[config.mk]
export PLATFORM = sky130hd
export DESIGN_NAME = smf_slave
export DESIGN_NICKNAME = d
export VERILOG_FILES = /design/src/rtl/smf_pkg.sv /design/src/rtl/smf_sync.sv /design/src/rtl/smf_addr_check.sv /design/src/rtl/smf_slave.sv
export SDC_FILE = /design/constraint.sdc
export NUM_CORES = 1
export LEC_CHECK = 0
export BUFFER_PORTS_ARGS = -buffer_cell sky130_fd_sc_hd__buf_2
export CAP_MARGIN = 20
export CORE_MARGIN = 2
export CORE_UTILIZATION = 35
export DETAILED_ROUTE_END_ITERATION = 16
export SETUP_SLACK_MARGIN = 0.1
export SLEW_MARGIN = 10
export SYNTH_ARGS = -nofsm -noshare
export SYNTH_HDL_FRONTEND = slang
export SYNTH_HIERARCHICAL = 1
export SYNTH_SLANG_ARGS = --single-unit
[constraint.sdc]
create_clock -name clk_sys -period 3.6 [get_ports clk_sys]
set_input_delay 0.18 -clock clk_sys [delete_from_list [all_inputs] [get_ports clk_sys]]
set_output_delay 0.18 -clock clk_sys [all_outputs]
set_load 0.05 [all_outputs]
[src/rtl/smf_pkg.sv]
/*
 * smf_pkg: shared constants and carrier types for the two-wire management
 * bus slave framing block.
 * Assumes a single system clock domain; bus pins are sampled, never used as clocks.
 */
package smf_pkg;

    ////////////////////////////////////////////////////////////////////////////
    // address map of the bus
    localparam logic [6:0] SMF_ADDR_HOST = 7'h08;
    localparam logic [6:0] SMF_ADDR_ALERT = 7'h0c;
    localparam logic [6:0] SMF_ADDR_DEFAULT = 7'h61;
    localparam logic [6:0] SMF_ADDR_AB_HOST = 7'h28;
    localparam logic [6:0] SMF_ADDR_AB_DEFAULT = 7'h37;
    // 0000xxx and 1111xxx groups, compared on the upper four bits
    localparam logic [3:0] SMF_RSV_LOW_HI = 4'h0;
    localparam logic [3:0] SMF_RSV_HIGH_HI = 4'hf;
    // 10010xx prototype group, compared on the upper five bits
    localparam logic [4:0] SMF_PROTO_HI = 5'h12;

    ////////////////////////////////////////////////////////////////////////////
    // framing
    localparam logic [2:0] SMF_BIT_LAST = 3'h7;
    localparam logic SMF_DIR_WRITE = 1'b0;
    localparam logic SMF_DIR_READ = 1'b1;
    localparam int SMF_STRAP_W = 9;
    localparam int SMF_SYNC_W = SMF_STRAP_W + 2;
    localparam logic [1:0] SMF_STRAP_WAIT = 2'h3;

    ////////////////////////////////////////////////////////////////////////////
    // carriers
    typedef struct packed {
        logic [7:0] data;
        logic is_cmd;
    } smf_rx_type;

    typedef struct packed {
        logic selected;
        logic read;
        logic addr_ok;
    } smf_status_type;

endpackage

[src/rtl/smf_sync.sv]
/*
 * smf_sync: two flip-flop synchroniser, one stage pair per bit.
 * Assumes inputs are asynchronous to clk_sys; the first stage feeds only the second.
 */
`timescale 1ns/1ps
module smf_sync #(
    parameter int WIDTH = smf_pkg::SMF_SYNC_W
) (
    // clock and reset
    input wire logic clk_sys,
    input wire logic reset,
    // asynchronous in, synchronised out
    input wire logic [WIDTH-1:0] async_in,
    output logic [WIDTH-1:0] sync_out
);
    import smf_pkg::*;

    logic [WIDTH-1:0] meta;

    genvar i;
    generate
        for (i = 0; i < WIDTH; i++) begin : g_bit
            always_ff @(posedge clk_sys) begin
                if (reset) begin
                    meta[i] <= 1'b1;
                    sync_out[i] <= 1'b1;
                end else begin
                    meta[i] <= async_in[i];
                    sync_out[i] <= meta[i];
                end
            end
        end
    endgenerate

endmodule

[src/rtl/smf_addr_check.sv]
/*
 * smf_addr_check: picks the own slave address and vets it against the
 * reserved and special groups of the bus.
 * Assumes captured straps that stay stable between resets.
 */
`timescale 1ns/1ps
module smf_addr_check (
    // captured straps
    input wire logic [6:0] strap_addr,
    input wire logic host_mode,
    input wire logic proto_mode,
    // result
    output logic [6:0] own_addr,
    output logic own_ok
);
    import smf_pkg::*;

    logic reserved;
    logic special;
    logic proto;

    always_comb begin
        // a host always answers at the lowest assigned address
        own_addr = host_mode ? SMF_ADDR_HOST : strap_addr;
        // general call, start byte, 0000001..0000111 and 1111xxx
        reserved = (own_addr[6:3] == SMF_RSV_LOW_HI) || (own_addr[6:3] == SMF_RSV_HIGH_HI);
        special = (own_addr == SMF_ADDR_ALERT)
            || (own_addr == SMF_ADDR_DEFAULT)
            || (own_addr == SMF_ADDR_AB_HOST) || (own_addr == SMF_ADDR_AB_DEFAULT)
            || (!host_mode && own_addr == SMF_ADDR_HOST);
        // prototype range only accepted when the part is strapped experimental
        proto = (own_addr[6:2] == SMF_PROTO_HI) && !proto_mode;
        own_ok = !reserved && !special && !proto;
    end

endmodule

[src/rtl/smf_slave.sv]
/*
 * smf_slave: slave side framing of the two-wire management bus: address
 * phase, direction, acknowledge, byte streams in both directions.
 * Assumes a master that generates the clock on scl and ends with STOP;
 * user logic on clk_sys judges received bytes and supplies read data.
 */
`timescale 1ns/1ps
module smf_slave (
    // clock and reset
    input wire logic clk_sys,
    input wire logic reset,
    // bus pins, sda open drain
    input wire logic scl_in,
    input wire logic sda_in,
    output logic sda_out,
    output logic sda_oe,
    // address straps
    input wire logic [6:0] strap_addr,
    input wire logic strap_host,
    input wire logic strap_proto,
    // received stream
    output smf_pkg::smf_rx_type rx,
    output logic rx_valid,
    input wire logic byte_ok,
    output logic cmd_error,
    // transmit stream
    input wire logic [7:0] tx_data,
    output logic tx_take,
    // status
    output smf_pkg::smf_status_type status
);
    import smf_pkg::*;

    typedef enum logic [3:0] {
        st_idle,
        st_addr,
        st_ack_set,
        st_ack_hold,
        st_rx,
        st_tx,
        st_tx_ack,
        st_tx_next,
        st_ignore
    } smf_state_type;

    ////////////////////////////////////////////////////////////////////////////
    // pin and strap synchronisation
    logic [SMF_SYNC_W-1:0] sync_q;
    logic scl_s, sda_s, scl_d, sda_d;

    smf_sync #(.WIDTH(SMF_SYNC_W)) u_sync (
        .clk_sys(clk_sys),
        .reset(reset),
        .async_in({strap_proto, strap_host, strap_addr, sda_in, scl_in}),
        .sync_out(sync_q)
    );

    assign scl_s = sync_q[0];
    assign sda_s = sync_q[1];

    always_ff @(posedge clk_sys) begin
        if (reset) begin
            scl_d <= 1'b1;
            sda_d <= 1'b1;
        end else begin
            scl_d <= scl_s;
            sda_d <= sda_s;
        end
    end

    logic scl_rise, scl_fall, start_ev, stop_ev;

    assign scl_rise = scl_s && !scl_d;
    assign scl_fall = !scl_s && scl_d;
    // sda moving while scl stays high frames a transfer
    assign start_ev = scl_s && scl_d && sda_d && !sda_s;
    assign stop_ev = scl_s && scl_d && !sda_d && sda_s;

    ////////////////////////////////////////////////////////////////////////////
    // strap capture after reset release
    logic [1:0] cap_cnt, next_cap_cnt;
    logic [SMF_STRAP_W-1:0] strap, next_strap;

    always_comb begin
        next_cap_cnt = cap_cnt;
        next_strap = strap;
        // wait out the synchroniser latency, then freeze the straps
        if (cap_cnt != SMF_STRAP_WAIT) begin
            next_cap_cnt = 2'(cap_cnt + 2'h1);
            next_strap = sync_q[SMF_SYNC_W-1:2];
        end
    end

    always_ff @(posedge clk_sys) begin
        if (reset) begin
            cap_cnt <= 2'h0;
            strap <= '0;
        end else begin
            cap_cnt <= next_cap_cnt;
            strap <= next_strap;
        end
    end

    logic [6:0] own_addr;
    logic own_ok, straps_ready;

    assign straps_ready = (cap_cnt == SMF_STRAP_WAIT);

    smf_addr_check u_addr (
        .strap_addr(strap[6:0]),
        .host_mode(strap[7]),
        .proto_mode(strap[8]),
        .own_addr(own_addr),
        .own_ok(own_ok)
    );

    ////////////////////////////////////////////////////////////////////////////
    // framing state machine
    smf_state_type state, next_state;
    logic [2:0] cnt, next_cnt;
    logic [7:0] shift, next_shift, full;
    logic drive, next_drive;
    logic ack_bit, next_ack_bit;
    logic judge, next_judge;
    logic first, next_first;
    logic read, next_read;
    logic selected, next_selected;
    smf_rx_type next_rx;
    logic next_rx_valid, next_tx_take, next_cmd_error;

    always_comb begin
        next_state = state;
        next_cnt = cnt;
        next_shift = shift;
        next_drive = drive;
        next_ack_bit = ack_bit;
        next_judge = judge;
        next_first = first;
        next_read = read;
        next_selected = selected;
        next_rx = rx;
        next_rx_valid = 1'b0;
        next_tx_take = 1'b0;
        next_cmd_error = 1'b0;
        full = {shift[6:0], sda_s};
        if (stop_ev) begin
            // only the master ends a transfer
            next_state = st_idle;
            next_drive = 1'b0;
            next_selected = 1'b0;
        end else if (start_ev) begin
            // a repeated start drops the old frame and reopens addressing
            next_state = st_addr;
            next_cnt = 3'h0;
            next_drive = 1'b0;
            next_selected = 1'b0;
        end else begin
            unique case (state)
                st_idle, st_ignore: begin
                    next_drive = 1'b0;
                end
                st_addr: begin
                    if (scl_rise) begin
                        next_shift = full;
                        next_cnt = 3'(cnt + 3'h1);
                        if (cnt == SMF_BIT_LAST) begin
                            // seven address bits then the direction bit
                            if (straps_ready && own_ok && full[7:1] == own_addr) begin
                                next_state = st_ack_set;
                                next_ack_bit = 1'b1;
                                next_judge = 1'b0;
                                next_read = (full[0] == SMF_DIR_READ);
                                next_first = (full[0] == SMF_DIR_WRITE);
                                next_selected = 1'b1;
                            end else begin
                                // general call and foreign addresses are not ours
                                next_state = st_ignore;
                            end
                        end
                    end
                end
                st_rx: begin
                    if (scl_rise) begin
                        next_shift = full;
                        next_cnt = 3'(cnt + 3'h1);
                        if (cnt == SMF_BIT_LAST) begin
                            // whole byte: command first, then arguments
                            next_rx.data = full;
                            next_rx.is_cmd = first;
                            next_rx_valid = 1'b1;
                            next_first = 1'b0;
                            next_judge = 1'b1;
                            next_state = st_ack_set;
                        end
                    end
                end
                st_ack_set: begin
                    if (scl_fall) begin
                        if (judge) begin
                            // user logic has had the byte since the last rise
                            next_ack_bit = byte_ok;
                            next_drive = byte_ok;
                            next_cmd_error = !byte_ok && rx.is_cmd;
                        end else begin
                            next_drive = ack_bit;
                        end
                        next_state = st_ack_hold;
                    end
                end
                st_ack_hold: begin
                    if (scl_fall) begin
                        next_cnt = 3'h0;
                        if (!ack_bit) begin
                            // master must stop and retry after our nack
                            next_drive = 1'b0;
                            next_state = st_ignore;
                        end else if (read) begin
                            next_shift = tx_data;
                            next_tx_take = 1'b1;
                            next_drive = !tx_data[7];
                            next_state = st_tx;
                        end else begin
                            next_drive = 1'b0;
                            next_state = st_rx;
                        end
                    end
                end
                st_tx: begin
                    if (scl_fall) begin
                        if (cnt == SMF_BIT_LAST) begin
                            // free the line for the master's acknowledge
                            next_drive = 1'b0;
                            next_state = st_tx_ack;
                        end else begin
                            next_shift = {shift[6:0], 1'b0};
                            next_cnt = 3'(cnt + 3'h1);
                            next_drive = !shift[6];
                        end
                    end
                end
                st_tx_ack: begin
                    if (scl_rise) begin
                        // a nack marks the last byte the master wants
                        next_state = sda_s ? st_ignore : st_tx_next;
                    end
                end
                st_tx_next: begin
                    if (scl_fall) begin
                        next_shift = tx_data;
                        next_tx_take = 1'b1;
                        next_cnt = 3'h0;
                        next_drive = !tx_data[7];
                        next_state = st_tx;
                    end
                end
            endcase
        end
    end

    always_ff @(posedge clk_sys) begin
        if (reset) begin
            state <= st_idle;
            cnt <= 3'h0;
            shift <= 8'h00;
            drive <= 1'b0;
            ack_bit <= 1'b0;
            judge <= 1'b0;
            first <= 1'b0;
            read <= 1'b0;
            selected <= 1'b0;
            rx <= '0;
            rx_valid <= 1'b0;
            tx_take <= 1'b0;
            cmd_error <= 1'b0;
        end else begin
            state <= next_state;
            cnt <= next_cnt;
            shift <= next_shift;
            drive <= next_drive;
            ack_bit <= next_ack_bit;
            judge <= next_judge;
            first <= next_first;
            read <= next_read;
            selected <= next_selected;
            rx <= next_rx;
            rx_valid <= next_rx_valid;
            tx_take <= next_tx_take;
            cmd_error <= next_cmd_error;
        end
    end

    ////////////////////////////////////////////////////////////////////////////
    // outputs
    // open drain: only ever pull low
    assign sda_out = 1'b0;
    assign sda_oe = drive;
    // one driver for the whole status word: selected, read, addr_ok
    assign status = {selected, read, own_ok && straps_ready};

endmodule

==> out/results.txt, run 1 <==
run status - finished clean
number of inserted filler cells in the final layout - 850
crit path max fanout - 14
sequential cell area - 1340 µm²
relative area change from synthesis to final layout - 17.4%
final worst path period share - 67.3%
root buf cell - sky130_fd_sc_hd__clkbuf_8
setup violation total in the final timing report - 0
number of global-route vias before repair - 2,247
antenna cell count - 0
wire length reported by the detailed router - 6300 µm
Max-slew headroom - 45.1%
Max Cap Violations - 0
setup repair after global routing missed its margin - no
area of combinational cells with multiple inputs - 1590 µm²
Clk network pwr share - 41.1%
# port buffers - 37
Lkg Pwr - 1.53 nW
Setup Total Neg Slack - 0 ns
peak per-stage delay on the critical path - 0.64 ns
Initial Util - 35.7%
portion of total power attributed to combinational logic - 10.1%
FP Rows - 34
maximum achievable frequency - 413 MHz
maximum vdd drop - 0.000254 V
number of different library cells in the post-synthesis netlist - 70
wire length of the first global-routing pass - 10,900 µm
Top-Level Pins - 39
syn_nets - 343
path class of the lowest-slack min-delay path - input pin to register
chip height - 97.9 µm
area of the die - 9580 µm²
number of CTS-inserted buffers - 9
total power per unit cell area - 459 nW/µm²
remaining global-route overflow - 0
clock tree sinks - 67
clock slew seen by the registers of the worst setup and hold paths - 0.07 ns
number of violations reported at the end of detailed-routing iteration 0 - 78
count of pins over their slew limit - 0
CTS tree - done
top routing layer in use - met4
final hold slack - 0.168 ns
number of buffers and inverters on the critical path - 0
summed instance area of the synthesized netlist - 3080 µm²
Final WS setup - 1.18 ns
number of synthesized register bits - 67
count of hold buffers inserted by post-cts repair - 11
detailed placer's ending HPWL - 4320 µm
horizontal extent of the die - 97.9 µm
fraction of power spent switching nets - 25.0%
Worst Setup Start Kind - register
share of total power in sequential cells - 48.7%
critical path start-end classification - register to register
amount of wire on met3 after detailed routing - 337 µm
core area - 8640 µm²
placer's final routability congestion estimate - 0.833
NumNets Final - 383
WL per Instance - 13.4 µm
count of unresolved DRC violations after routing - 0
worst slack at placement - 1.17 ns
amount of wire on met2 after detailed routing - 2800 µm
Met1 Wirelength - 3050 µm
later-pin clock latency in the skew report - 0.35 ns
CP cell instances - nand3b_1, o2bb2ai_1, nor4_4, o211ai_1, o211a_1
post-synthesis sequential area ratio - 43.5%
reported net switching power - 0.000415 W
post-CTS repair timing setup buffer count - 0
post-synth top area share - 43.5%
pin slew with the least headroom to its limit - 0.818 ns
area leader, netlist - sky130_fd_sc_hd__dfxtp_1
Vias per Instance - 4.88
ANT nets after route - 0
largest net degree at the start of global routing - 48
Slowest cell on crit path - sky130_fd_sc_hd__nor4_4
total number of H-tree levels - 3
number of enable-type register cells in the synthesized netlist - 0
top cells by area, synth - sky130_fd_sc_hd__dfxtp_1 (43%), sky130_fd_sc_hd__mux2i_1 (8.8%), sky130_fd_sc_hd__or2_1 (4.7%)
initial antenna violation count - 0
Max clock buf depth - 2
leading register cell type out of synthesis - sky130_fd_sc_hd__dfxtp_1
cells resized by post-CTS repair - 0
share of layout cells above drive strength 1 - 20.9%
Worst EP arrival - 2.66 ns
Total Routing Usage GR - 14.0%
Pre-Repair DR Iteration Count - 4
Post-Syn Area per Cell - 9.70 µm²
Cell Int Power - 0.00125 W
Largest delay share family, worst path - simple AND/OR/NAND/NOR gates
share of async-settable or async-resettable flops after synthesis - 0%
synthesis warning total - 6
Clock Skews - 0.00439 ns
Final min period - 2.42 ns
gate count after technology mapping - 318
final-report hold violation count - 0
required time of the critical path - 3.84 ns
CP endpoint kind - register
total via count in the routed design - 2,298
-- through the flow --
| stage | std cells | total power [W] | cell area (µm²) | utilization [%] |
|---|---|---|---|---|
| 6_report | 471 | 0.00166 | 3620 | 41.9 |
| 5_1_grt | 471 | 0.00175 | 3620 | 41.9 |
| 4_1_cts | 471 | 0.00169 | 3620 | 41.9 |
| 3_5_place_dp | 444 | 0.000988 | 3300 | 38.2 |
| 3_3_place_gp | 444 | 0.000984 | 3300 | 38.2 |
| 2_1_floorplan | 318 | 0.000946 | 3080 | - |
-- power by group through the flow --
stage	Sequential (W)	Clock (W)	Combinational [W]
2_1_floorplan	0.000813	0	0.000133
3_3_place_gp	0.000825	0	0.000158
3_5_place_dp	0.000827	0	0.000161
4_1_cts	0.000810	0.000709	0.000170
5_1_grt	0.000815	0.000741	0.000189
6_report	0.000810	0.000684	0.000168
-- cells in the final DEF, fill, tap and decap left out, types with 3 or more instances in the layout --
cell type / count
sky130_fd_sc_hd__buf_2: 37
sky130_fd_sc_hd__a211oi_2: 3
sky130_fd_sc_hd__nand3_1: 7
sky130_fd_sc_hd__or3_1: 5
sky130_fd_sc_hd__or2_1: 23
sky130_fd_sc_hd__nand2b_1: 5
sky130_fd_sc_hd__clkbuf_8: 9
sky130_fd_sc_hd__ha_1: 3
sky130_fd_sc_hd__xor2_1: 7
sky130_fd_sc_hd__inv_1: 9
sky130_fd_sc_hd__nor2b_1: 8
sky130_fd_sc_hd__nand2_1: 15
sky130_fd_sc_hd__nor2_1: 33
sky130_fd_sc_hd__mux2i_1: 27
sky130_fd_sc_hd__a21oi_1: 11
sky130_fd_sc_hd__or2_2: 3
sky130_fd_sc_hd__dfxtp_1: 67
sky130_fd_sc_hd__dlygate4sd3_1: 11
sky130_fd_sc_hd__o21ai_0: 7
sky130_fd_sc_hd__a211oi_1: 4
sky130_fd_sc_hd__nor2_2: 3
-- layout make-up --
class | count | share of cell area (%)
Clock buffer | 10 | 3.52
Clock inverter | 6 | 2.45
Inverter | 9 | 0.933
Multi-Input combinational cell | 221 | 43.8
Sequential cell | 67 | 37.0
Tap cell | 108 | 3.73
Timing Repair Buffer | 50 | 8.57
-- Yosys cell counts (7+ instances only) --
master	instances
sky130_fd_sc_hd__mux2i_1	27
sky130_fd_sc_hd__nor2_1	33
sky130_fd_sc_hd__inv_1	9
sky130_fd_sc_hd__xor2_1	7
sky130_fd_sc_hd__or2_1	23
sky130_fd_sc_hd__nor2b_1	8
sky130_fd_sc_hd__o21ai_0	7
sky130_fd_sc_hd__a21oi_1	11
sky130_fd_sc_hd__nand2_1	15
sky130_fd_sc_hd__clkbuf_1	7
sky130_fd_sc_hd__nand3_1	7
sky130_fd_sc_hd__dfxtp_1	67
-- per-layer routing --
metal	up-vias	global-route usage, %
li1	1189	-
met1	1040	18.2
met2	57	21.6
met3	12	4.87
met4	0	5.13
met5	-	0
-- kinds of logic (layout without fill, tap and decap cells) --
| kind of cell | after synthesis | in the layout | share of synthesized area (%) |
|---|---|---|---|
| AO/OA/AOI/OAI | 52 | 52 | 14.3 |
| XOR/XNOR | 9 | 9 | 2.80 |
| adder cells (fa/ha/maj) | 3 | 3 | 1.22 |
| buffers and inverters | 30 | 75 | 5.11 |
| flip-flops | 67 | 67 | 43.5 |
| multiplexers | 28 | 28 | 9.13 |
| other | 1 | 1 | 0.122 |
| AND/OR/NAND/NOR | 128 | 128 | 23.8 |
-- state kept, by name, summed over array words and instances, names as in the netlist --
| signal | cells |
|---|---|
| cmd_error | 1 |
| u_sync/meta | 11 |
| scl_d | 1 |
| sda_oe | 1 |
| ack_bit | 1 |
| sda_d | 1 |
| first | 1 |
| tx_take | 1 |
| cap_cnt | 2 |
| read | 1 |
| u_sync/sync_out | 11 |
| rx_valid | 1 |
| selected | 1 |
| strap | 9 |
| cnt | 3 |
| judge | 1 |
| state | 4 |
| rx | 9 |
| shift | 7 |
-- path summary, 6_finish.rpt --
kind	start	end	slack (ns)	cells after the start
min	reset	strap[0]$_SDFFE_PP0P_	0.17	2
max reg2reg	state[3]$_SDFFE_PP0P_	shift[0]$_SDFFE_PP0P_	1.18	5
max	state[3]$_SDFFE_PP0P_	shift[0]$_SDFFE_PP0P_	1.18	5
min reg2reg	u_sync/meta[7]$_SDFF_PP1_	u_sync/sync_out[7]$_SDFF_PP1_	0.40	1
Power figures use the tool's default switching activity.
==> run 2, diff against run 1 <==
==> constraint.sdc (replaced) <==
create_clock -name clk_sys -period 2 [get_ports clk_sys]
set_input_delay 0.1 -clock clk_sys [delete_from_list [all_inputs] [get_ports clk_sys]]
set_output_delay 0.1 -clock clk_sys [all_outputs]
set_load 0.05 [all_outputs]
==> run 2 against run 1 <==
Against the previous run: the run now ends with negative setup slack left; sequential power up 79%; clock-buffer cell count shrank 1; hold slack got worse by 0.052 ns; register-to-register slack got worse by 1.2 ns; largest cell class unchanged.
==> out/results.txt, run 2 (synthesized netlist as in run 1, its figures left out) <==
run status - finished with violations
violated checks - negative setup slack
number of violations reported at the end of detailed-routing iteration 0 - 97 (+24%)
setup violation total in the final timing report - 5 (+5)
remaining global-route overflow - 0 (unchanged)
maximum achievable frequency - 487 MHz
Worst Setup Start Kind - register
CTS tree - done
required time of the critical path - 1.90 ns (-1.94 ns)
area of the die - 9580 µm² (unchanged)
antenna cell count - 0 (unchanged)
critical path start-end classification - register to output port
setup repair after global routing missed its margin - yes
clock slew seen by the registers of the worst setup and hold paths - 0.07 ns (about the same)
Worst EP arrival - 1.95 ns (-0.71 ns)
maximum vdd drop - 0.000533 V (+110%)
reported net switching power - 0.000779 W (+88%)
wire length reported by the detailed router - 7100 µm (+13%)
total via count in the routed design - 2,496 (+8.6%)
post-route standard cell area excluding fillers - 4000 µm² (+11%)
Top-Level Pins - 39 (unchanged)
Clk network pwr share - 36.9% (-4.2 points)
post-layout instance count excluding filler cells - 497 (+5.5%)
Cell Int Power - 0.00218 W (+75%)
DP Cell Count - 464 (+4.5%)
ANT nets after route - 0 (unchanged)
final-report hold violation count - 0 (unchanged)
placer's final routability congestion estimate - 0.890 (+6.8%)
path class of the lowest-slack min-delay path - input pin to register
relative area change from synthesis to final layout - 29.8%
wire length of the first global-routing pass - 11,700 µm (+7.8%)
registers with the most flip-flops - u_sync/meta (11), u_sync/sync_out (11)
count of unresolved DRC violations after routing - 0 (unchanged)
Clock Skews - 0.00997 ns (+0.00558 ns)
fraction of power spent switching nets - 26.3% (+1.3 points)
crit path max fanout - 5 (-9)
total power per unit cell area - 739 nW/µm² (+61%)
horizontal extent of the die - 97.9 µm (unchanged)
Final min period - 2.05 ns
count of pins over their slew limit - 0 (unchanged)
detailed placer's ending HPWL - 4930 µm (+14%)
total number of H-tree levels - 3 (unchanged)
FP Rows - 34 (unchanged)
Total Routing Usage GR - 15.3% (+1.3 points)
portion of total power attributed to combinational logic - 14.0% (+3.9 points)
CP endpoint kind - output port
Core Util, Final - 46.3% (+4.4 points)
Lkg Pwr - 1.70 nW (+11%)
leading cell type in the layout, fill and taps excluded - sky130_fd_sc_hd__dfxtp_1
core area - 8640 µm² (unchanged)
chip height - 97.9 µm (unchanged)
Pre-Repair DR Iteration Count - 4 (unchanged)
share of total power in sequential cells - 49.1% (+0.4 points)
Max clock buf depth - 2 (unchanged)
NumNets Final - 410 (+7.0%)
Vias per Instance - 5.02 (+2.9%)
most frequent cells in the layout - sky130_fd_sc_hd__dfxtp_1 (58), sky130_fd_sc_hd__buf_2 (36), sky130_fd_sc_hd__nor2_1 (33)
final worst path period share - 103%
later-pin clock latency in the skew report - 0.34 ns (about the same)
initial antenna violation count - 0 (unchanged)
root buf cell - sky130_fd_sc_hd__clkbuf_8
# port buffers - 37 (unchanged)
share of layout cells above drive strength 1 - 33.4% (+12 points)
clock tree sinks - 67 (unchanged)
sequential cell area - 1360 µm² (+1.4%)
number of global-route vias before repair - 2,404 (+7.0%)
largest net degree at the start of global routing - 32 (-33%)
area of combinational cells with multiple inputs - 1730 µm² (+8.9%)
WL per Instance - 14.3 µm (+6.9%)
Final WS setup - -0.0524 ns (-1.23 ns)
Max Cap Violations - 0 (unchanged)
Cell Area, Placed - 3460 µm² (+5.0%)
number of inserted filler cells in the final layout - 840 (-1.2%)
number of CTS-inserted buffers - 9 (unchanged)
Initial Util - 35.7% (unchanged)
reg-to-reg slack, setup - -0.03 ns (-1.21 ns)
run 2: changes by cell type in the layout (fill, tap and decap cells not counted), sizes merged:
cell,previous run,this run
clkinvlp,2,0
clkinv,1,4
buf,39,65
bufinv,2,1
run 2: metrics by stage:
step	hold WS [ns]	TNS [ns]	total power (W)	setup WS, ns
floorplan	0.197	-0.0855	0.00171	-0.0809
global placement	0.278	-0.0512	0.00181	-0.0512
detailed placement	0.280	-0.211	0.00182	-0.100
CTS	0.0877	-0.0852	0.00297	-0.0427
global route	0.114	-0.602	0.00310	-0.130
finish	0.116	-0.154	0.00296	-0.0524
run 2: path summary, 6_finish.rpt:
kind / from / to / depth (start not counted)
hold reg to reg: u_sync/meta[7]$_SDFF_PP1_ / u_sync/sync_out[7]$_SDFF_PP1_ / 1
hold / removal: byte_ok / cmd_error$_SDFF_PP0_ / 3
setup reg to reg: strap[6]$_SDFFE_PP0P_ / state[3]$_SDFFE_PP0P_ / 8
setup / recovery: strap[6]$_SDFFE_PP0P_ / status[0] / 6
run 2: layout make-up:
cell class,instances,area share [%]
Sequential cell,67,34.0
Clock inverter,6,1.66
Clock buffer,9,3.09
Tap cell,108,3.38
Timing Repair Buffer,77,13.9
Multi-Input combinational cell,221,43.1
Inverter,9,0.844
run 2: timing repair:
item | CTS | global route
endpoints found under the hold margin | 11 | 0
hold buffers | 11 | 0
setup endpoints to repair | 11 | 29
pin swaps | 7 | 5
buffers inserted | 2 | 4
resized for setup | 16 | 26
gates cloned | 0 | 1
run 2: critical path: stages, from the launching register on:
cell                       delay (ns)
sky130_fd_sc_hd__dfxtp_2         0.35
sky130_fd_sc_hd__or4b_4          0.53
sky130_fd_sc_hd__o31ai_4         0.21
sky130_fd_sc_hd__a211oi_2        0.09
sky130_fd_sc_hd__and2_4          0.18
sky130_fd_sc_hd__buf_6           0.11
sky130_fd_sc_hd__buf_8           0.14
run 2: power groups by stage:
stage          clock, W  sequential, W  combinational [W]
6_report        0.00109        0.00145           0.000415
4_1_cts         0.00113        0.00145           0.000383
3_5_place_dp          0        0.00148           0.000341
2_1_floorplan         0        0.00146           0.000243
5_1_grt         0.00118        0.00146           0.000460
3_3_place_gp          0        0.00148           0.000336
run 2: routing by layer:
layer / part of all wire [%] / GRT usage, % / vias to the layer above
li1: - / - / 1242
met1: 44 / 18.8 / 1186
met2: 49 / 25.3 / 54
met3: 4.8 / 4.80 / 14
met4: 2.1 / 5.77 / 0
met5: 0 / 0 / -
